$ cat src/hw/io_remap_pkg.sv
// Package with offsets, field layouts and reset values of the remap registers
package io_remap_pkg;
	// ****************************************
	// Register offsets
	// ****************************************
	localparam logic [11:0] OFS_SERIAL_REMAP = 12'h000;
	localparam logic [11:0] OFS_MEMDBG_REMAP = 12'h004;
	localparam logic [31:0] RESET_VALUE      = 32'h0000_0000;
	// ****************************************
	// Writable bit masks
	// ****************************************
	localparam logic [31:0] MASK_SERIAL = 32'hFFFF_F0FF;
	localparam logic [31:0] MASK_MEMDBG = 32'h0F17_0300;
	// ****************************************
	// Field positions, serial register
	// ****************************************
	localparam int UART4_LSB  = 28;
	localparam int USART3_LSB = 24;
	localparam int USART2_LSB = 20;
	localparam int USART1_LSB = 16;
	localparam int SDIO2_LSB  = 12;
	localparam int CAN2_LSB   = 4;
	localparam int CAN1_LSB   = 0;
	// ****************************************
	// Field positions, memory/debug register
	// ****************************************
	localparam int NADV_BIT    = 27;
	localparam int EXTMEM_LSB  = 24;
	localparam int XTAL_BIT    = 20;
	localparam int DEBUG_LSB   = 16;
	localparam int ADC2_RG_BIT = 9;
	localparam int ADC2_PE_BIT = 8;
	// ****************************************
	// Select codes
	// ****************************************
	localparam logic [3:0] CODE_0 = 4'h0;
	localparam logic [3:0] CODE_1 = 4'h1;
	localparam logic [3:0] CODE_2 = 4'h2;
	localparam logic [3:0] CODE_3 = 4'h3;
	localparam logic [2:0] DBG_FULL   = 3'h0;
	localparam logic [2:0] DBG_NO_RST = 3'h1;
	localparam logic [2:0] DBG_SWD    = 3'h2;
	localparam logic [2:0] DBG_NONE   = 3'h4;
endpackage : io_remap_pkg

$ cat src/hw/io_remap_regs_six_seven.sv
// Pin remap registers six and seven with APB slave and decoded selects
//
// What this block does
// - Bits 31:28 pick the UART4 pins: 0000 port C pair, 0010 port A pair, others unused.
// - Bits 27:24 route USART3 lines: 0000, 0001 and 0011 are three pin sets, others unused.
// - Bits 23:20 route USART2 signals: 0000 port A, 0001 port D, others unused.
// - Bits 19:16 route USART1 lines: 0000 port A pair, 0001 port B pair, others unused.
// - Bits 15:12 route SDIO2: even codes 0/2 give eight data lines, odd 1/3 four; low pair vs high pair moves clock/cmd.
// - Bits 7:4 route CAN2: 0000 one port B pair, 0001 another, others unused.
// - Bits 3:0 route CAN1: 00 port A, 10 port B, 11 port D, others unused.
// - Bit 27 of register seven set releases the memory address-valid strobe pin.
// - Bits 26:24 pick the external memory pin set, codes 0, 1, 2 valid.
// - Bit 20 set maps port D pins 0 and 1 onto the crystal pads.
// - Bits 18:16 set debug pins: 000 full, 001 frees reset pin, 010 serial-wire only, 100 all freed.
// - Bit 9 picks the ADC2 regular trigger: 0 interrupt line 11, 1 timer 8 trigger out.
// - Bit 8 picks the ADC2 preempted trigger: 0 interrupt line 15, 1 timer 8 channel 4.
//
// Register access over APB and the address map are this design's own decisions.
`timescale 1ns/1ps
module io_remap_regs_six_seven (
	// Clock and reset
	input  wire logic        clk_sys,
	input  wire logic        rst_b,
	// APB slave
	input  wire logic        psel,
	input  wire logic        penable,
	input  wire logic        pwrite,
	input  wire logic [11:0] paddr,
	input  wire logic [31:0] pwdata,
	output logic      [31:0] prdata,
	output logic             pready,
	output logic             pslverr,
	// UART and USART routing, one-hot per pin set, zero when unused
	output logic      [1:0]  uart4_pin_select,
	output logic      [2:0]  usart3_pin_select,
	output logic      [1:0]  usart2_pin_select,
	output logic      [1:0]  usart1_pin_select,
	// SDIO2 routing
	output logic             sdio2Enable,
	output logic             sdio2Wide,
	output logic             sdio2ClkCmdAlt,
	// CAN routing
	output logic      [1:0]  can2_pin_select,
	output logic      [2:0]  can1_pin_select,
	// External memory
	output logic             ext_mem_addr_valid_strobe,
	output logic      [2:0]  ext_mem_pin_select,
	// Crystal pads and debug port
	output logic             crystal_pad_gpio_map,
	output logic             debugJtagEnable,
	output logic             jtag_reset_pin,
	output logic             debugSwdEnable,
	// ADC2 trigger routing
	output logic             adc2_regular_trigger_select,
	output logic             adc2_preempt_trigger_select,
	output logic             adc2RegFromTimer8TrigOut,
	output logic             adc2PreFromTimer8Ch4
);
	// ****************************************
	// Bus decode
	// ****************************************
	logic        selSerial;
	logic        selMemDbg;
	logic        accessPhase;
	logic [31:0] serialWord;
	logic [31:0] memDbgWord;
	logic [31:0] nxt_prdata;
	logic        nxt_pslverr;
	logic        wrSerial;
	logic        wrMemDbg;

	// Selects four-bit field at a given offset
	function automatic logic [3:0] field4(input logic [31:0] w, input int lsb);
		field4 = 4'((w >> lsb) & 32'h0000_000F);
	endfunction : field4

	assign accessPhase = psel & penable;
	assign pready      = accessPhase;
	assign wrSerial    = accessPhase & pwrite & selSerial;
	assign wrMemDbg    = accessPhase & pwrite & selMemDbg;

	always_comb begin
		selSerial = 1'b0;
		selMemDbg = 1'b0;
		if (paddr == io_remap_pkg::OFS_SERIAL_REMAP) begin
			selSerial = 1'b1;
		end else if (paddr == io_remap_pkg::OFS_MEMDBG_REMAP) begin
			selMemDbg = 1'b1;
		end
	end

	// ****************************************
	// Register words
	// ****************************************
	// reserved bits masked
	remap_word_reg serialReg (
		.clk_sys (clk_sys),
		.rst_b   (rst_b),
		.wrEn    (wrSerial),
		.wrData  (pwdata),
		.wrMask  (io_remap_pkg::MASK_SERIAL),
		.word_ff (serialWord)
	);

	remap_word_reg memDbgReg (
		.clk_sys (clk_sys),
		.rst_b   (rst_b),
		.wrEn    (wrMemDbg),
		.wrData  (pwdata),
		.wrMask  (io_remap_pkg::MASK_MEMDBG),
		.word_ff (memDbgWord)
	);

	// ****************************************
	// Read data and error
	// ****************************************
	// readback of stored fields
	always_comb begin
		nxt_prdata  = 32'h0000_0000;
		nxt_pslverr = 1'b0;
		if (selSerial) begin
			nxt_prdata = serialWord;
		end else if (selMemDbg) begin
			nxt_prdata = memDbgWord;
		end else begin
			nxt_pslverr = 1'b1;
		end
	end

	// Read data held in a flop; setup cycle loads it ready for the access cycle
	logic [31:0] rdata_ff;
	logic        err_ff;
	always_ff @(posedge clk_sys) begin
		if (!rst_b) begin
			rdata_ff <= io_remap_pkg::RESET_VALUE;
		end else if (psel & ~penable & ~pwrite) begin
			rdata_ff <= nxt_prdata;
		end
	end

	always_ff @(posedge clk_sys) begin
		if (!rst_b) begin
			err_ff <= 1'b0;
		end else if (psel & ~penable) begin
			err_ff <= nxt_pslverr;
		end
	end

	assign prdata  = rdata_ff;
	assign pslverr = accessPhase & err_ff;

	// ****************************************
	// Next register words
	// ****************************************
	// Selects decode the word due after this edge, so they move on the same edge as the register
	logic [31:0] nxt_serialWord;
	logic [31:0] nxt_memDbgWord;

	always_comb begin
		nxt_serialWord = serialWord;
		if (!rst_b) begin
			nxt_serialWord = io_remap_pkg::RESET_VALUE;
		end else if (wrSerial) begin
			nxt_serialWord = pwdata & io_remap_pkg::MASK_SERIAL;
		end
	end

	always_comb begin
		nxt_memDbgWord = memDbgWord;
		if (!rst_b) begin
			nxt_memDbgWord = io_remap_pkg::RESET_VALUE;
		end else if (wrMemDbg) begin
			nxt_memDbgWord = pwdata & io_remap_pkg::MASK_MEMDBG;
		end
	end

	// ****************************************
	// Serial field decode
	// ****************************************
	logic [3:0] fUart4;
	logic [3:0] fUsart3;
	logic [3:0] fUsart2;
	logic [3:0] fUsart1;
	logic [3:0] fSdio2;
	logic [3:0] fCan2;
	logic [3:0] fCan1;
	logic [1:0] nxt_uart4Sel;
	logic [2:0] nxt_usart3Sel;
	logic [1:0] nxt_usart2Sel;
	logic [1:0] nxt_usart1Sel;
	logic       nxt_sdio2Enable;
	logic       nxt_sdio2Wide;
	logic       nxt_sdio2ClkCmdAlt;
	logic [1:0] nxt_can2Sel;
	logic [2:0] nxt_can1Sel;
	assign fUart4  = field4(nxt_serialWord, io_remap_pkg::UART4_LSB);
	assign fUsart3 = field4(nxt_serialWord, io_remap_pkg::USART3_LSB);
	assign fUsart2 = field4(nxt_serialWord, io_remap_pkg::USART2_LSB);
	assign fUsart1 = field4(nxt_serialWord, io_remap_pkg::USART1_LSB);
	assign fSdio2  = field4(nxt_serialWord, io_remap_pkg::SDIO2_LSB);
	assign fCan2   = field4(nxt_serialWord, io_remap_pkg::CAN2_LSB);
	assign fCan1   = field4(nxt_serialWord, io_remap_pkg::CAN1_LSB);

	assign nxt_uart4Sel[0] = (fUart4 == io_remap_pkg::CODE_0);
	assign nxt_uart4Sel[1] = (fUart4 == io_remap_pkg::CODE_2);
	assign nxt_usart3Sel[0] = (fUsart3 == io_remap_pkg::CODE_0);
	assign nxt_usart3Sel[1] = (fUsart3 == io_remap_pkg::CODE_1);
	assign nxt_usart3Sel[2] = (fUsart3 == io_remap_pkg::CODE_3);
	assign nxt_usart2Sel[0] = (fUsart2 == io_remap_pkg::CODE_0);
	assign nxt_usart2Sel[1] = (fUsart2 == io_remap_pkg::CODE_1);
	assign nxt_usart1Sel[0] = (fUsart1 == io_remap_pkg::CODE_0);
	assign nxt_usart1Sel[1] = (fUsart1 == io_remap_pkg::CODE_1);
	assign nxt_sdio2Enable    = (fSdio2[3:2] == 2'h0);
	assign nxt_sdio2Wide      = nxt_sdio2Enable & ~fSdio2[0];
	assign nxt_sdio2ClkCmdAlt = nxt_sdio2Enable & fSdio2[1];
	assign nxt_can2Sel[0] = (fCan2 == io_remap_pkg::CODE_0);
	assign nxt_can2Sel[1] = (fCan2 == io_remap_pkg::CODE_1);
	assign nxt_can1Sel[0] = (fCan1 == io_remap_pkg::CODE_0);
	assign nxt_can1Sel[1] = (fCan1 == io_remap_pkg::CODE_2);
	assign nxt_can1Sel[2] = (fCan1 == io_remap_pkg::CODE_3);

	// Serial selects in flops, reset reaches them through the next word
	always_ff @(posedge clk_sys) begin
		uart4_pin_select  <= nxt_uart4Sel;
		usart3_pin_select <= nxt_usart3Sel;
		usart2_pin_select <= nxt_usart2Sel;
		usart1_pin_select <= nxt_usart1Sel;
		sdio2Enable       <= nxt_sdio2Enable;
		sdio2Wide         <= nxt_sdio2Wide;
		sdio2ClkCmdAlt    <= nxt_sdio2ClkCmdAlt;
		can2_pin_select   <= nxt_can2Sel;
		can1_pin_select   <= nxt_can1Sel;
	end

	// ****************************************
	// Memory, debug and ADC decode
	// ****************************************
	logic [2:0] fExtMem;
	logic [2:0] fDebug;
	logic       nxt_addrValidStrobe;
	logic [2:0] nxt_extMemSel;
	logic       nxt_crystalMap;
	logic       nxt_jtagEnable;
	logic       nxt_jtagReset;
	logic       nxt_swdEnable;
	logic       nxt_adc2RegSel;
	logic       nxt_adc2PreSel;
	assign fExtMem = nxt_memDbgWord[io_remap_pkg::EXTMEM_LSB +: 3];
	assign fDebug  = nxt_memDbgWord[io_remap_pkg::DEBUG_LSB +: 3];

	assign nxt_addrValidStrobe = ~nxt_memDbgWord[io_remap_pkg::NADV_BIT];
	// memory pin sets, unused routes nothing
	assign nxt_extMemSel[0] = (fExtMem == io_remap_pkg::CODE_0[2:0]);
	assign nxt_extMemSel[1] = (fExtMem == io_remap_pkg::CODE_1[2:0]);
	assign nxt_extMemSel[2] = (fExtMem == io_remap_pkg::CODE_2[2:0]);
	assign nxt_crystalMap = nxt_memDbgWord[io_remap_pkg::XTAL_BIT];

	// debug pin config, unlisted codes keep full debug
	always_comb begin
		nxt_jtagEnable = 1'b1;
		nxt_jtagReset  = 1'b1;
		nxt_swdEnable  = 1'b1;
		case (fDebug)
			io_remap_pkg::DBG_NO_RST: begin
				nxt_jtagReset = 1'b0;
			end
			io_remap_pkg::DBG_SWD: begin
				nxt_jtagEnable = 1'b0;
				nxt_jtagReset  = 1'b0;
			end
			io_remap_pkg::DBG_NONE: begin
				nxt_jtagEnable = 1'b0;
				nxt_jtagReset  = 1'b0;
				nxt_swdEnable  = 1'b0;
			end
			default: begin
				nxt_swdEnable = 1'b1;
			end
		endcase
	end

	assign nxt_adc2RegSel = nxt_memDbgWord[io_remap_pkg::ADC2_RG_BIT];
	assign nxt_adc2PreSel = nxt_memDbgWord[io_remap_pkg::ADC2_PE_BIT];

	// Memory, debug and ADC selects in flops, reset reaches them through the next word
	always_ff @(posedge clk_sys) begin
		ext_mem_addr_valid_strobe   <= nxt_addrValidStrobe;
		ext_mem_pin_select          <= nxt_extMemSel;
		crystal_pad_gpio_map        <= nxt_crystalMap;
		debugJtagEnable             <= nxt_jtagEnable;
		jtag_reset_pin              <= nxt_jtagReset;
		debugSwdEnable              <= nxt_swdEnable;
		adc2_regular_trigger_select <= nxt_adc2RegSel;
		adc2RegFromTimer8TrigOut    <= nxt_adc2RegSel;
		adc2_preempt_trigger_select <= nxt_adc2PreSel;
		adc2PreFromTimer8Ch4        <= nxt_adc2PreSel;
	end
endmodule : io_remap_regs_six_seven

$ cat src/hw/remap_word_reg.sv
// One masked 32-bit register word with write enable
`timescale 1ns/1ps
module remap_word_reg (
	// Clock and reset
	input  wire logic        clk_sys,
	input  wire logic        rst_b,
	// Write side
	input  wire logic        wrEn,
	input  wire logic [31:0] wrData,
	input  wire logic [31:0] wrMask,
	// Stored value
	output logic      [31:0] word_ff
);
	// Reserved bits never store, so they always read zero
	always_ff @(posedge clk_sys) begin
		if (!rst_b) begin
			word_ff <= io_remap_pkg::RESET_VALUE;
		end else if (wrEn) begin
			word_ff <= wrData & wrMask;
		end
	end
endmodule : remap_word_reg

$ cat config.mk
export PLATFORM = sky130hd
export DESIGN_NAME = io_remap_regs_six_seven
export DESIGN_NICKNAME = d
export VERILOG_FILES = /design/src/hw/io_remap_pkg.sv /design/src/hw/io_remap_regs_six_seven.sv /design/src/hw/remap_word_reg.sv
export SDC_FILE = /design/constraint.sdc
export NUM_CORES = 1
export LEC_CHECK = 0
export BUFFER_PORTS_ARGS = -buffer_cell sky130_fd_sc_hd__buf_2
export CELL_PAD_IN_SITES_DETAIL_PLACEMENT = 0
export CELL_PAD_IN_SITES_GLOBAL_PLACEMENT = 1
export CORE_MARGIN = 3
export CORE_UTILIZATION = 45
export CTS_BUF_LIST = sky130_fd_sc_hd__clkbuf_16
export CTS_CLUSTER_DIAMETER = 150
export CTS_CLUSTER_SIZE = 8
export DETAILED_ROUTE_END_ITERATION = 8
export PLACE_DENSITY = 0.94
export SKIP_LAST_GASP = 1
export SLEW_MARGIN = 20
export SYNTH_ARGS = -nofsm -noshare
export SYNTH_HDL_FRONTEND = slang
export SYNTH_HIERARCHICAL = 1
export SYNTH_SLANG_ARGS = --single-unit
$ cat constraint.sdc
create_clock -name clk_sys -period 7.2 [get_ports clk_sys]
set_input_delay 1.44 -clock clk_sys [delete_from_list [all_inputs] [get_ports clk_sys]]
set_output_delay 1.44 -clock clk_sys [all_outputs]
set_load 0.02 [all_outputs]
# After elaboration in Yosys (flattened, before gate mapping)
# Index checks and enable logic that the tools add are counted.
[totals]
mem_count = 0
input_bits = 49
reg_bits = 98
latchBits = 0
rom_bits = 0
ramBits = 0
wordCells = 73
[op_classes]
shift = 0
n_bitwise = 13
muxes = 14
n_reduce_logical = 11
addsub = 0
n_mul = 0
order_cmp = 0
eq_ne = 14
div_mod_pow = 0
[op_table]
columns = ["operator", "count"]
rows = [
  ["32-bit two-way mux", 3],
  ["28-bit two-way mux", 3],
  ["4-bit logical NOT", 6],
  ["4-bit by 1-bit == test with 1-bit output (second input constant)", 4],
  ["4-bit by 2-bit == test with 1-bit output (second input constant)", 4],
  ["12-bit by 3-bit == test with 1-bit output (second input constant)", 1],
  ["12-bit logical NOT", 1],
  ["1-bit bitwise AND", 9],
  ["1-bit two-way mux", 8],
  ["3-bit by 1-bit == test with 1-bit output (second input constant)", 2],
  ["3-bit by 2-bit == test with 1-bit output (second input constant)", 2],
  ["1-bit inverter", 4],
  ["3-bit == test (second input constant)", 1],
  ["3-bit logical NOT", 1],
  ["3-bit OR reduction", 1],
  ["2-bit logical NOT", 1],
  ["2-bit OR reduction", 1],
]

# Logic depth before layout (Yosys ltp)
# Gate-level depths: netlist of the first run.
[depth]
word_depth = 9
mapped_depth = 8
depth_no_buf = 5

# By module
# Netlist of the first run, hierarchy kept.
[modules_own_cells]
columns = ["mod", "cells_per_inst", "n_inst", "seq_area_each_um2", "area_each_um2"]
rows = [
  ["io_remap_regs_six_seven", 308, 1, 1201.2, 2705.1],
  ["remap_word_reg", 142, 2, 640.6, 1328.8],
]

# Least setup slack after synthesis of the first run
# Ideal clock, no wire load.
[synth_path]
path_kind = "input to register"
startpoint = "in paddr[1]"
endpoint = "reg usart3_pin_select[2]"
slack_ps = 3914
path_buffers = 2
stages = 6
required_time_ps = 7130
t_arrival_ps = 3216
cell_sequence = "or4_4 > buf_6 > or4_4 > buf_6 > or3_1 > a21boi_1"
[synth_between]
elab_chain_cells = 6
[synth_rtl]
columns = ["element", "line_no", "text"]
rows = [
  ["start: declaration", "io_remap_regs_six_seven.sv:28", "input wire logic [11:0] paddr,"],
  ["12-bit logical NOT", "io_remap_regs_six_seven.sv:85", "if (paddr == io_remap_pkg::OFS_SERIAL_REMAP) begin"],
  ["1-bit two-way mux", "io_remap_regs_six_seven.sv:85", ""],
  ["1-bit bitwise AND", "io_remap_regs_six_seven.sv:79", "assign wrSerial = accessPhase & pwrite & selSerial;"],
  ["32-bit two-way mux", "io_remap_regs_six_seven.sv:163", "end else if (wrSerial) begin"],
  ["32-bit two-way mux", "--", ""],
  ["4-bit by 2-bit == test with 1-bit output", "io_remap_regs_six_seven.sv:208", "assign nxt_usart3Sel[2] = (fUsart3 == io_remap_pkg::CODE_3);"],
  ["named net nxt_usart3Sel[2]", "io_remap_regs_six_seven.sv:188", "logic [2:0] nxt_usart3Sel;"],
  ["end signal: assignment", "io_remap_regs_six_seven.sv:225", "usart3_pin_select <= nxt_usart3Sel;"],
  ["end: declaration", "io_remap_regs_six_seven.sv:35", "output logic [2:0] usart3_pin_select,"],
]
# The timed path passes the listed nets, and every way through them passes these cells.
# A chain may end at the register's enable or synchronous reset.

# Worst setup path in the final report of the first run
[layout_path]
startpoint = "in paddr[2]"
endpoint = "reg debugSwdEnable"
[layout_between]
elab_chain_cells = 8
word_cells_on_any_way = 9
[layout_rtl]
columns = ["element", "line_no", "text"]
rows = [
  ["12-bit by 3-bit == test with 1-bit output", "io_remap_regs_six_seven.sv:87", "end else if (paddr == io_remap_pkg::OFS_MEMDBG_REMAP) begin"],
  ["1-bit two-way mux", "io_remap_regs_six_seven.sv:87", ""],
  ["1-bit two-way mux (*)", "io_remap_regs_six_seven.sv:85", ""],
  ["1-bit bitwise AND (*)", "io_remap_regs_six_seven.sv:80", "assign wrMemDbg = accessPhase & pwrite & selMemDbg;"],
  ["28-bit two-way mux (*)", "--", ""],
  ["28-bit two-way mux (*)", "io_remap_regs_six_seven.sv:170", "if (!rst_b) begin"],
  ["3-bit == test (*)", "io_remap_regs_six_seven.sv:263", "case (fDebug)"],
  ["1-bit two-way mux (*)", "io_remap_regs_six_seven.sv:263", ""],
  ["named net nxt_swdEnable", "io_remap_regs_six_seven.sv:245", "logic nxt_swdEnable;"],
  ["end signal: assignment", "io_remap_regs_six_seven.sv:292", "debugSwdEnable <= nxt_swdEnable;"],
  ["end: declaration", "io_remap_regs_six_seven.sv:52", "output logic debugSwdEnable,"],
]
# Mark *: on every way through the listed nets, which the timed path passes. The rest lies on a longest branch.

==> summary.txt, run 1 <==
WORST SETUP PATH
--------------------------------------------------------------------------------
Path type of the worst setup path ................................. input port to register
R2R setup slack ...................................................      6.08 ns
Required time of the critical path ................................      7.44 ns
Origin of the critical flop-to-flop path .......................... memDbgReg/word_ff[17]$_SDFFE_PN0P_
Critical path launch point type ...................................   input port
Max stage delay cell, worst path .................................. sky130_fd_sc_hd__buf_2
Cell family contributing the most delay on the critical path ...... simple AND/OR/NAND/NOR gates
Capturing point of the worst reg2reg path ......................... debugJtagEnable$_DFF_P_
Buf+Inv Stages, Crit Path .........................................            1
CP max stage delay ................................................      0.82 ns
Crit end category .................................................     register
Worst-path cell chain ............................................. buf_2 > nand4_1 > or4_1 > nor4b_1 > o21ai_0
Cell count of the worst reg-to-reg path ...........................            3
Largest fanout on the critical path ...............................           34
CP arrival ........................................................      3.92 ns

CLOCKING
--------------------------------------------------------------------------------
Root buffer cell .................................................. sky130_fd_sc_hd__clkbuf_16
Number of buffers added for setup after CTS .......................            0
TritonCTS clock tree ..............................................          yes
Insertion delay to the later sink of the worst-skew pair ..........      0.41 ns
TritonCTS Buffers .................................................           17
CTS max path bufs .................................................            2
Resize count post-CTS .............................................            0
CTS H-tree depth ..................................................            4
Clk slew on worst S/H paths .......................................      0.06 ns
Number of hold-repair buffers added at the cts stage ..............            0
Number of clock sinks seen by CTS .................................          124

GLOBAL ROUTING
--------------------------------------------------------------------------------
Total grt overflow ................................................            0
Vias in the first global route ....................................         4602
Pin count of the biggest net entering global routing ..............           99
GRT Util Overall ..................................................       0.2126
Wire length of the first global-routing pass ......................     22470 um
Number of antenna violations at the first check in global routing .            0

DETAILED ROUTING
--------------------------------------------------------------------------------
Max layer used ....................................................         met4
Met3 wire length ..................................................       708 um
Post-detailed-route via-to-cell ratio .............................        5.331
Drt pass-1 iters ..................................................            5
Routed length per instance ........................................     15.48 um
Detailed-route wire length ........................................     13860 um
DRC Markers .......................................................            0
Routed length on met1 .............................................      6272 um
Total vias in the final route .....................................         4771
Antenna viol nets, final ..........................................            0
Met2 wire length ..................................................      6603 um
DRT iter0 DRCs ....................................................          260

STA
--------------------------------------------------------------------------------
Fmax ..............................................................    271.5 MHz
Worst-Margin Slew .................................................     1.114 ns
Final setup fails .................................................            0
Final Hold Violating Endpoints ....................................            0
Final setup TNS ...................................................         0 ns
Pins Over Slew Limit ..............................................            0
Headroom to the max-slew limit ....................................       0.2572
RSZ-0062 raised after global routing ..............................           no
Time the final worst path needs with I/O delays and setup .........     3.683 ns
Final clock period utilization by the worst path ..................       0.5115
Clock skew after layout ...........................................   0.01573 ns

MIN PATH
--------------------------------------------------------------------------------
Hold Path Cell Cnt ................................................            2
Worst hold path startpoint ........................................ prdata[8]$_SDFFE_PN0P_
Hold Crit Class ................................................... register to register
Hold endpoint ..................................................... prdata[8]$_SDFFE_PN0P_

POWER AND IR DROP
--------------------------------------------------------------------------------
Leakage power total ...............................................     3.006 nW
Sequential fraction of design power ...............................        0.425
Internal power component ..........................................     1.277 mW
NetSw .............................................................    0.3410 mW
Sw Share ..........................................................       0.2107
Pwr dens .......................................................... 244.0 nW/um2
Clock network power share .........................................        0.536
IR Drop Worst-Case VDD ............................................    0.1322 mV
Combinational group share of total power ..........................        0.039

PLACE
--------------------------------------------------------------------------------
Final Wtd Congestion ..............................................       0.8291
Detail Placement HPWL .............................................      8863 um
Placed inst area ..................................................     6027 um2
Port Buffers ......................................................          111

FINAL LAYOUT
--------------------------------------------------------------------------------
Layout Cell Area excl Fill ........................................     6633 um2
Synthesis-to-finish area growth ...................................       23.68%
Area used by multi-input combinational logic ......................     2770 um2
Number of inserted diodes .........................................            0
Combined flip-flop and latch cell area ............................     2482 um2
Net total in the final layout .....................................          788
Count of filler cells inserted in the layout ......................         1036
Fraction of final layout cells with drive strength greater than 1 .       0.2008

SYNTHESIS
--------------------------------------------------------------------------------
Cell accounting for the most synthesized area ..................... sky130_fd_sc_hd__dfxtp_1
Sequential fraction of the synthesis area .........................       0.4629
Post-synth EDFFs ..................................................            0
Mean Syn Cell Area ................................................    9.059 um2
Post-synth top cells .............................................. sky130_fd_sc_hd__dfxtp_1, sky130_fd_sc_hd__nand2_1, sky130_fd_sc_hd__nand3b_1, sky130_fd_sc_hd__nand4_1, sky130_fd_sc_hd__o21ai_0
Total of flip-flops plus latches after synthesis ..................          124
Dominant cell by count in the synthesized netlist ................. sky130_fd_sc_hd__dfxtp_1
Warning count from the yosys run ..................................            6
Top area cells in the synthesized netlist ......................... sky130_fd_sc_hd__dfxtp_1, sky130_fd_sc_hd__nand3b_1, sky130_fd_sc_hd__nand4_1
Share of the synthesized area in the top cell type ................       0.4629
Ys async rst share ................................................            0
Unique masters post-synth .........................................           36
Post-synthesis cell area ..........................................     5363 um2
Syn Inst Count ....................................................          592
Flip-flop cell with the highest count after synthesis ............. sky130_fd_sc_hd__dfxtp_1

RUN
--------------------------------------------------------------------------------
Max-capacitance violation count ...................................            0

FLOORPLAN
--------------------------------------------------------------------------------
Core Box Area .....................................................    11520 um2
Floorplan die height ..............................................     115.2 um
X dimension of the die ............................................     115.2 um
Overall die area ..................................................    13260 um2
I/O pin count .....................................................          112
Initial cell density of the core ..................................       0.4657
Row Count .........................................................           39

STATUS
--------------------------------------------------------------------------------
Status ............................................................ complete, no violations

-- how the worst max path moves through the flow --
stage                     slack (ns)  startpoint  depth (start not counted)                      endpoint
after floorplan                 3.91    paddr[1]                          6  usart3_pin_select[2]$_DFF_P_
after global placement          3.14    paddr[2]                          5        debugSwdEnable$_DFF_P_
after detailed placement        3.11    paddr[2]                          5        debugSwdEnable$_DFF_P_
after CTS                       3.53    paddr[2]                          5        debugSwdEnable$_DFF_P_
after global routing            3.33    paddr[2]                          5        debugSwdEnable$_DFF_P_
final                           3.52    paddr[2]                          5        debugSwdEnable$_DFF_P_
-- metal layers --
layer	up-vias	global-route usage
met5	-	0
met4	0	0.08451
met3	20	0.05474
met2	147	0.3445
met1	2249	0.2710
li1	2355	-
-- logic make-up after synthesis --
| logic type | Yosys count | synth area share |
|---|---|---|
| multiplexers | 34 | 0.06370 |
| AND/OR/NAND/NOR | 327 | 0.3432 |
| flip-flops | 124 | 0.4629 |
| other | 2 | 0.001400 |
| buffers and inverters | 50 | 0.06743 |
| XOR/XNOR | 2 | 0.003267 |
| AO/OA/AOI/OAI | 53 | 0.05810 |
-- power groups by stage --
stage,sequential (mW),combinational [mW],clock (mW)
after global placement,0.702,0.0605,0
after global routing,0.687,0.0704,0.917
after floorplan,0.702,0.0375,0
after detailed placement,0.702,0.0623,0
final,0.687,0.0639,0.867
after CTS,0.687,0.0627,0.881
-- flip-flops by register name, indices dropped and copies added (netlist names), 2 cells and up --
register            flops
can1_pin_select         3
memDbgReg/word_ff      32
usart2_pin_select       2
uart4_pin_select        2
serialReg/word_ff      32
usart3_pin_select       3
can2_pin_select         2
ext_mem_pin_select      3
usart1_pin_select       2
prdata                 32
-- worst min-delay path, stage by stage (launching register included) --
cell                      delay, ns
sky130_fd_sc_hd__dfxtp_1       0.32
sky130_fd_sc_hd__nand2_1       0.04
sky130_fd_sc_hd__o21ai_0       0.05
-- through the flow --
stage	util	hold slack, ns	setup slack [ns]	power [mW]	cells
after floorplan	-	0.4435	3.914	0.7392	654
after global placement	0.5234	0.4322	3.145	0.7623	863
after detailed placement	0.5234	0.4399	3.105	0.7640	863
after CTS	0.5759	0.4531	3.528	1.631	895
after global routing	0.5759	0.4686	3.325	1.674	895
final	0.5759	0.4464	3.517	1.618	895
-- cells in the final DEF (no fill, tap or decap), types with 7 or more instances in the layout --
cell	n
sky130_fd_sc_hd__clkbuf_16	17
sky130_fd_sc_hd__nand3_1	21
sky130_fd_sc_hd__nand2_1	112
sky130_fd_sc_hd__conb_1	64
sky130_fd_sc_hd__buf_2	110
sky130_fd_sc_hd__a21boi_0	7
sky130_fd_sc_hd__nor3_1	11
sky130_fd_sc_hd__nor2_1	11
sky130_fd_sc_hd__mux2i_1	33
sky130_fd_sc_hd__dfxtp_1	124
sky130_fd_sc_hd__nand3b_1	74
sky130_fd_sc_hd__nand4_1	68
sky130_fd_sc_hd__o21ai_0	35
-- layout make-up --
class | instances | area share
Timing Repair Buffer | 116 | 0.08979
Clock buffer | 17 | 0.06414
Tap cell | 143 | 0.02698
Multi-Input combinational cell | 480 | 0.4177
Sequential cell | 124 | 0.3743
Clock inverter | 15 | 0.02716
(Power assumes the default switching activity.)
==> run 2: changes to the inputs <==
--- a/config.mk
+++ b/config.mk
@@ -9,12 +9,12 @@
 export CELL_PAD_IN_SITES_DETAIL_PLACEMENT = 0
 export CELL_PAD_IN_SITES_GLOBAL_PLACEMENT = 1
 export CORE_MARGIN = 3
-export CORE_UTILIZATION = 45
+export CORE_UTILIZATION = 42
 export CTS_BUF_LIST = sky130_fd_sc_hd__clkbuf_16
 export CTS_CLUSTER_DIAMETER = 150
 export CTS_CLUSTER_SIZE = 8
 export DETAILED_ROUTE_END_ITERATION = 8
-export PLACE_DENSITY = 0.94
+export PLACE_DENSITY = 0.89
 export SKIP_LAST_GASP = 1
 export SLEW_MARGIN = 20
 export SYNTH_ARGS = -nofsm -noshare
==> constraint.sdc (replaced) <==
create_clock -name clk_sys -period 3.4 [get_ports clk_sys]
set_input_delay 0.68 -clock clk_sys [delete_from_list [all_inputs] [get_ports clk_sys]]
set_output_delay 0.68 -clock clk_sys [all_outputs]
set_load 0.02 [all_outputs]
==> run 2 against run 1 <==
  * Combinational power up 110%
  * Final area is 1.1% higher
  * Die area is 6.8% higher
  * Non-clock buffer count rose by 4
  * Via count is 0.50% higher
  * Global-route usage decreased by 1.1 points
  * Hold slack worse by 0.0039 ns
  * First-iteration DRC count increased by 29%
  * Wire length is 0.40% lower
  * Critical path depth unchanged
  * Sequential cell count unchanged
  * Critical path type unchanged
  * Largest cell class unchanged
  * Highest routed layer unchanged
==> summary.txt, run 2 (synthesis gave the netlist of run 1 again) <==
WORST SETUP PATH
--------------------------------------------------------------------------------
Cell count of the worst reg-to-reg path ...........................            3   unchanged
Required time of the critical path ................................      3.67 ns   was 7.44 ns
Launch point of the worst path ....................................     paddr[4]   was paddr[2]
Path type of the worst setup path ................................. input port to register   unchanged
Origin of the critical flop-to-flop path .......................... serialReg/word_ff[7]$_SDFFE_PN0P_   was memDbgReg/word_ff[17]$_SDFFE_PN0P_
Largest fanout on the critical path ...............................            8   was 34
Capturing point of the worst reg2reg path ......................... can2_pin_select[1]$_DFF_P_   was debugJtagEnable$_DFF_P_
Crit end category .................................................     register   unchanged
CP arrival ........................................................      2.68 ns   was 3.92 ns
Critical path launch point type ...................................   input port   unchanged
R2R setup slack ...................................................      2.30 ns   was 6.08 ns

POWER AND IR DROP
--------------------------------------------------------------------------------
Clock network power share .........................................        0.527   was 0.536
Total power after layout ..........................................     3.367 mW   was 1.618 mW
Leakage power total ...............................................     3.035 nW   was 3.006 nW
IR Drop Worst-Case VDD ............................................    0.2329 mV   was 0.1322 mV
Combinational group share of total power ..........................        0.041   was 0.039
Sw Share ..........................................................       0.2180   was 0.2107
Internal power component ..........................................     2.633 mW   was 1.277 mW
Sequential fraction of design power ...............................        0.432   was 0.425
NetSw .............................................................    0.7338 mW   was 0.3410 mW
Pwr dens .......................................................... 501.9 nW/um2   was 244.0 nW/um2

STA
--------------------------------------------------------------------------------
Final Hold Violating Endpoints ....................................            0   unchanged
Headroom to the max-slew limit ....................................       0.5776   was 0.2572
Final hold slack ..................................................    0.4425 ns   was 0.4464 ns
Clock skew after layout ...........................................  0.004762 ns   was 0.01573 ns
Pins Over Slew Limit ..............................................            0   unchanged
Final clock period utilization by the worst path ..................       0.7094
Worst-Margin Slew .................................................    0.6336 ns   was 1.114 ns
Fmax ..............................................................    414.6 MHz
RSZ-0062 raised after global routing ..............................           no   unchanged
Time the final worst path needs with I/O delays and setup .........     2.412 ns
Final setup fails .................................................            0   unchanged
Final setup TNS ...................................................         0 ns   unchanged

DETAILED ROUTING
--------------------------------------------------------------------------------
Antenna viol nets, final ..........................................            0   unchanged
DRC Markers .......................................................            0   unchanged
Routed length per instance ........................................     14.94 um   was 15.48 um
Routed length on met1 .............................................      6349 um   was 6272 um
Total vias in the final route .....................................         4795   was 4771
Met3 wire length ..................................................       760 um   was 708 um
Detailed-route wire length ........................................     13800 um   was 13860 um
Post-detailed-route via-to-cell ratio .............................        5.189   was 5.331
DRT iter0 DRCs ....................................................          335   was 260
Drt pass-1 iters ..................................................            5   unchanged
Met2 wire length ..................................................      6413 um   was 6603 um
Max layer used ....................................................         met4   unchanged

CLOCKING
--------------------------------------------------------------------------------
TritonCTS Buffers .................................................           17   unchanged
Number of clock sinks seen by CTS .................................          124   unchanged
Root buffer cell .................................................. sky130_fd_sc_hd__clkbuf_16   unchanged
CTS max path bufs .................................................            2   unchanged
Number of buffers added for setup after CTS .......................            0   unchanged
TritonCTS clock tree ..............................................          yes   unchanged
Number of hold-repair buffers added at the cts stage ..............            0   unchanged
CTS H-tree depth ..................................................            4   unchanged
Resize count post-CTS .............................................            0   unchanged
Clk slew on worst S/H paths .......................................      0.05 ns   was 0.06 ns
Insertion delay to the later sink of the worst-skew pair ..........      0.41 ns   about the same

MIN PATH
--------------------------------------------------------------------------------
Worst hold path startpoint ........................................ prdata[13]$_SDFFE_PN0P_   was prdata[8]$_SDFFE_PN0P_
Hold Path Cell Cnt ................................................            2   unchanged
Hold endpoint ..................................................... prdata[13]$_SDFFE_PN0P_   was prdata[8]$_SDFFE_PN0P_
Hold Crit Class ................................................... register to register   unchanged

FINAL LAYOUT
--------------------------------------------------------------------------------
Synthesis-to-finish area growth ...................................       25.08%   was 23.68%
Most frequent cells in the layout ................................. sky130_fd_sc_hd__dfxtp_1, sky130_fd_sc_hd__nand2_1, sky130_fd_sc_hd__buf_2, sky130_fd_sc_hd__nand3b_1, sky130_fd_sc_hd__nand4_1   unchanged
Number of inserted diodes .........................................            0   unchanged
Most common cell after layout, fill and taps aside ................ sky130_fd_sc_hd__dfxtp_1   unchanged
Count of filler cells inserted in the layout ......................         1126   was 1036
Layout Cell Area excl Fill ........................................     6708 um2   was 6633 um2
Fraction of final layout cells with drive strength greater than 1 .       0.2037   was 0.2008
Final standard cell utilization of the core .......................       0.5470   was 0.5759
Net total in the final layout .....................................          792   was 788

FLOORPLAN
--------------------------------------------------------------------------------
Overall die area ..................................................    14160 um2   was 13260 um2
Floorplan die height ..............................................     119.0 um   was 115.2 um
I/O pin count .....................................................          112   unchanged
X dimension of the die ............................................     119.0 um   was 115.2 um
Row Count .........................................................           40   was 39
Initial cell density of the core ..................................       0.4373   was 0.4657
Core Box Area .....................................................    12260 um2   was 11520 um2

PLACE
--------------------------------------------------------------------------------
Port Buffers ......................................................          111   unchanged
Placed inst area ..................................................     6126 um2   was 6027 um2
Detail Placement HPWL .............................................      8972 um   was 8863 um
Final Wtd Congestion ..............................................       0.7927   was 0.8291

GLOBAL ROUTING
--------------------------------------------------------------------------------
Vias in the first global route ....................................         4773   was 4602
GRT Util Overall ..................................................       0.2013   was 0.2126
Number of antenna violations at the first check in global routing .            0   unchanged
Wire length of the first global-routing pass ......................     23120 um   was 22470 um
Pin count of the biggest net entering global routing ..............          101   was 99
Total grt overflow ................................................            0   unchanged

RUN
--------------------------------------------------------------------------------
Max-capacitance violation count ...................................            0   unchanged

STATUS
--------------------------------------------------------------------------------
Status ............................................................ complete, no violations   unchanged

-- run 2: cell types whose count changed in the layout (fill, tap and decap cells not counted), sizes merged --
| cell | change |
|---|---|
| inv | +2 |
| bufinv | -1 |
| clkinv | +1 |
| clkinvlp | -2 |
| buf | +4 |
-- run 2: worst max-delay path, stage by stage --
cell and delay, ns:
sky130_fd_sc_hd__buf_2 0.09, sky130_fd_sc_hd__or4_1 0.72, sky130_fd_sc_hd__or4_1 0.71, sky130_fd_sc_hd__nor4b_1 0.36, sky130_fd_sc_hd__o21ai_0 0.12
-- run 2: final cells by class --
class,count,area (um2),share of cell area
flip-flops and latches,124,2482,0.3701
well taps,168,210.2,0.03134
clock buffers,17,425.4,0.06342
clock inverters,15,156.4,0.02332
repair buffers,120,663.1,0.09886
multi-input cells,480,2770,0.4130
-- run 2: worst max-delay path by stage --
stage,to
after floorplan,usart3_pin_select[2]$_DFF_P_
after global placement,usart3_pin_select[2]$_DFF_P_
after detailed placement,debugSwdEnable$_DFF_P_
after CTS,debugSwdEnable$_DFF_P_
after global routing,debugSwdEnable$_DFF_P_
final,debugSwdEnable$_DFF_P_
-- run 2: per-stage QoR --
step	instances	worst slack, ns
after floorplan	654	0.8740
final	924	0.9881
after global routing	924	0.8559
after CTS	924	1.018
after detailed placement	892	0.5774
after global placement	892	0.6351
-- run 2: power by group through the flow --
| stage | Combinational [mW] | Sequential, mW | Clock (mW) |
|---|---|---|---|
| global placement | 0.131 | 1.49 | 0 |
| floorplan | 0.0794 | 1.49 | 0 |
| global route | 0.151 | 1.45 | 1.88 |
| CTS | 0.135 | 1.45 | 1.80 |
| finish | 0.137 | 1.46 | 1.77 |
| detailed placement | 0.134 | 1.49 | 0 |
-- run 2: per-layer routing --
layer | vias to the layer above | GRT usage
li1 | 2370 | -
met1 | 2257 | 0.2513
met2 | 144 | 0.3292
met3 | 24 | 0.04653
met4 | 0 | 0.09341
met5 | - | 0
==> run 3: changes to the inputs <==
==> constraint.sdc (replaced) <==
create_clock -name clk_sys -period 2.4 [get_ports clk_sys]
set_input_delay 0.48 -clock clk_sys [delete_from_list [all_inputs] [get_ports clk_sys]]
set_output_delay 0.48 -clock clk_sys [all_outputs]
set_load 0.02 [all_outputs]
==> run 3 against run 2 <==
  * Clock-buffer cell count did not move
  * Sequential power grew 41%
  * Global-route usage grew 0.41 points
  * Cell count increased by 0.97%
  * Combinational power is 47% higher
  * Critical path depth increased by 2
  * Clock skew grew 0.0068 ns
  * Sequential share of layout area down 0.90 points
  * Largest cell class unchanged
  * Largest power group unchanged
==> summary.txt, run 3 (synthesis gave the netlist of run 1 again) <==
STA
--------------------------------------------------------------------------------
Final Hold Violating Endpoints ....................................            0   unchanged
Fmax ..............................................................    500.1 MHz
RSZ-0062 raised after global routing ..............................           no   unchanged
Post-layout worst setup margin ....................................    0.4002 ns   was 0.9881 ns
Final clock period utilization by the worst path ..................       0.8332
Headroom to the max-slew limit ....................................       0.5693   was 0.5776
Time the final worst path needs with I/O delays and setup .........     2.000 ns
Clock skew after layout ...........................................   0.01153 ns   was 0.004762 ns
Final setup TNS ...................................................         0 ns   unchanged
Final setup fails .................................................            0   unchanged
Pins Over Slew Limit ..............................................            0   unchanged
Worst-Margin Slew .................................................    0.6460 ns   was 0.6336 ns

CLOCKING
--------------------------------------------------------------------------------
CTS max path bufs .................................................            2   unchanged
TritonCTS Buffers .................................................           17   unchanged
Number of clock sinks seen by CTS .................................          124   unchanged
TritonCTS clock tree ..............................................          yes   unchanged
Resize count post-CTS .............................................            0   unchanged
Number of buffers added for setup after CTS .......................            0   unchanged
Root buffer cell .................................................. sky130_fd_sc_hd__clkbuf_16   unchanged
Number of hold-repair buffers added at the cts stage ..............            0   unchanged
Insertion delay to the later sink of the worst-skew pair ..........      0.42 ns   was 0.41 ns
Clk slew on worst S/H paths .......................................      0.06 ns   was 0.05 ns
CTS H-tree depth ..................................................            4   unchanged

WORST SETUP PATH
--------------------------------------------------------------------------------
CP max stage delay ................................................      0.56 ns   was 0.72 ns
Crit end category .................................................     register   unchanged
Worst-path cell chain ............................................. buf_2 > or4_4 > or2_2 > nor3_2 > buf_12 > nand3b_1 > nand2_1   was buf_2 > or4_1 > or4_1 > nor4b_1 > o21ai_0
Max stage delay cell, worst path .................................. sky130_fd_sc_hd__or4_4   was sky130_fd_sc_hd__or4_1
Path type of the worst setup path ................................. input port to register   unchanged
Largest fanout on the critical path ...............................           64   was 8
CP arrival ........................................................      2.31 ns   was 2.68 ns
Required time of the critical path ................................      2.71 ns   was 3.67 ns
Critical path launch point type ...................................   input port   unchanged

FLOORPLAN
--------------------------------------------------------------------------------
I/O pin count .....................................................          112   unchanged
Row Count .........................................................           40   unchanged
Overall die area ..................................................    14160 um2   unchanged
Floorplan die height ..............................................     119.0 um   unchanged
X dimension of the die ............................................     119.0 um   unchanged
Initial cell density of the core ..................................       0.4373   unchanged
Core Box Area .....................................................    12260 um2   unchanged

FINAL LAYOUT
--------------------------------------------------------------------------------
Net total in the final layout .....................................          801   was 792
Count of filler cells inserted in the layout ......................         1103   was 1126
Finished Layout Cells .............................................          933   was 924
Synthesis-to-finish area growth ...................................       28.21%   was 25.08%
Fraction of final layout cells with drive strength greater than 1 .       0.2196   was 0.2037
Most frequent cells in the layout ................................. sky130_fd_sc_hd__dfxtp_1, sky130_fd_sc_hd__nand2_1, sky130_fd_sc_hd__buf_2, sky130_fd_sc_hd__nand3b_1, sky130_fd_sc_hd__nand4_1   unchanged
Most common cell after layout, fill and taps aside ................ sky130_fd_sc_hd__dfxtp_1   unchanged
Number of inserted diodes .........................................            0   unchanged

STATUS
--------------------------------------------------------------------------------
Status ............................................................ complete, no violations   unchanged

DETAILED ROUTING
--------------------------------------------------------------------------------
Drt pass-1 iters ..................................................            5   unchanged
Total vias in the final route .....................................         4880   was 4795
Antenna viol nets, final ..........................................            0   unchanged
Routed length per instance ........................................     15.37 um   was 14.94 um
DRT iter0 DRCs ....................................................          372   was 335
DRC Markers .......................................................            0   unchanged
Detailed-route wire length ........................................     14340 um   was 13800 um
Post-detailed-route via-to-cell ratio .............................        5.230   was 5.189

POWER AND IR DROP
--------------------------------------------------------------------------------
IR Drop Worst-Case VDD ............................................    0.4715 mV   was 0.2329 mV
Pwr dens .......................................................... 751.2 nW/um2   was 501.9 nW/um2
Leakage power total ...............................................     3.110 nW   was 3.035 nW

PLACE
--------------------------------------------------------------------------------
Detail Placement HPWL .............................................      9363 um   was 8972 um
Port Buffers ......................................................          111   unchanged
Pre-CTS WS ........................................................   0.01614 ns   was 0.5774 ns
Final Wtd Congestion ..............................................       0.8333   was 0.7927
Cell count after placement ........................................          901   was 892

MIN PATH
--------------------------------------------------------------------------------
Hold Crit Class ................................................... input port to register   was register to register

GLOBAL ROUTING
--------------------------------------------------------------------------------
Number of antenna violations at the first check in global routing .            0   unchanged
Total grt overflow ................................................            0   unchanged
Pin count of the biggest net entering global routing ..............           75   was 101
GRT Util Overall ..................................................       0.2055   was 0.2013
Wire length of the first global-routing pass ......................     23400 um   was 23120 um
Vias in the first global route ....................................         4720   was 4773

RUN
--------------------------------------------------------------------------------
Max-capacitance violation count ...................................            0   unchanged

[run 3: changes by cell type in the layout (fill, tap and decap cells not counted)]
cell / change
sky130_fd_sc_hd__bufinv_16: +3
sky130_fd_sc_hd__clkinvlp_4: +1
sky130_fd_sc_hd__clkinv_1: -3
sky130_fd_sc_hd__buf_4: +8
sky130_fd_sc_hd__buf_12: +1
sky130_fd_sc_hd__inv_6: +1
sky130_fd_sc_hd__inv_1: -2
[run 3: critical path: cells and delay by family]
kind          cells  cell delay (ns)
buf+inv           2             0.39
simple gates      5             1.39
[run 3: final timing paths]
kind | startpoint | to | slack, ns | depth (start not counted)
max | paddr[1] | serialReg/word_ff[9]$_SDFFE_PN0P_ | 0.40 | 7
min | pwdata[22] | serialReg/word_ff[22]$_SDFFE_PN0P_ | 0.33 | 3
max reg2reg | memDbgReg/word_ff[18]$_SDFFE_PN0P_ | debugJtagEnable$_DFF_P_ | 1.32 | 3
min reg2reg | prdata[8]$_SDFFE_PN0P_ | prdata[8]$_SDFFE_PN0P_ | 0.45 | 2
[run 3: report_power, final]
part / switching [mW] / internal (mW)
registers: 0.000522 / 2.06
clock network: 0.957 / 1.95
logic: 0.137 / 0.0640
total: 1.09 / 4.07
[run 3: area by class of cell]
class / instances / area (um2) / share of cell area
Multi-Input combinational cell: 480 / 2770 / 0.4029
Clock buffer: 17 / 425.4 / 0.06187
Sequential cell: 124 / 2482 / 0.3611
Clock inverter: 15 / 244.0 / 0.03549
Tap cell: 168 / 210.2 / 0.03057
Timing Repair Buffer: 129 / 743.2 / 0.1081
[run 3: routing by layer]
metal | wire length (um) | up-vias | GRT usage
li1 | - | 2388 | -
met1 | 6304 | 2305 | 0.2597
met2 | 6814 | 168 | 0.3260
met3 | 943 | 19 | 0.06078
met4 | 274 | 0 | 0.08762
met5 | 0 | - | 0
[run 3: through the flow]
| stage | power (mW) | hold WS [ns] | area, um2 | utilization |
|---|---|---|---|---|
| 2_1_floorplan | 2.218 | 0.4435 | 5595 | - |
| 3_3_place_gp | 2.296 | 0.4310 | 6206 | 0.5061 |
| 3_5_place_dp | 2.300 | 0.4368 | 6206 | 0.5061 |
| 4_1_cts | 5.206 | 0.3195 | 6875 | 0.5607 |
| 5_1_grt | 5.322 | 0.3332 | 6875 | 0.5607 |
| 6_report | 5.165 | 0.3345 | 6875 | 0.5607 |
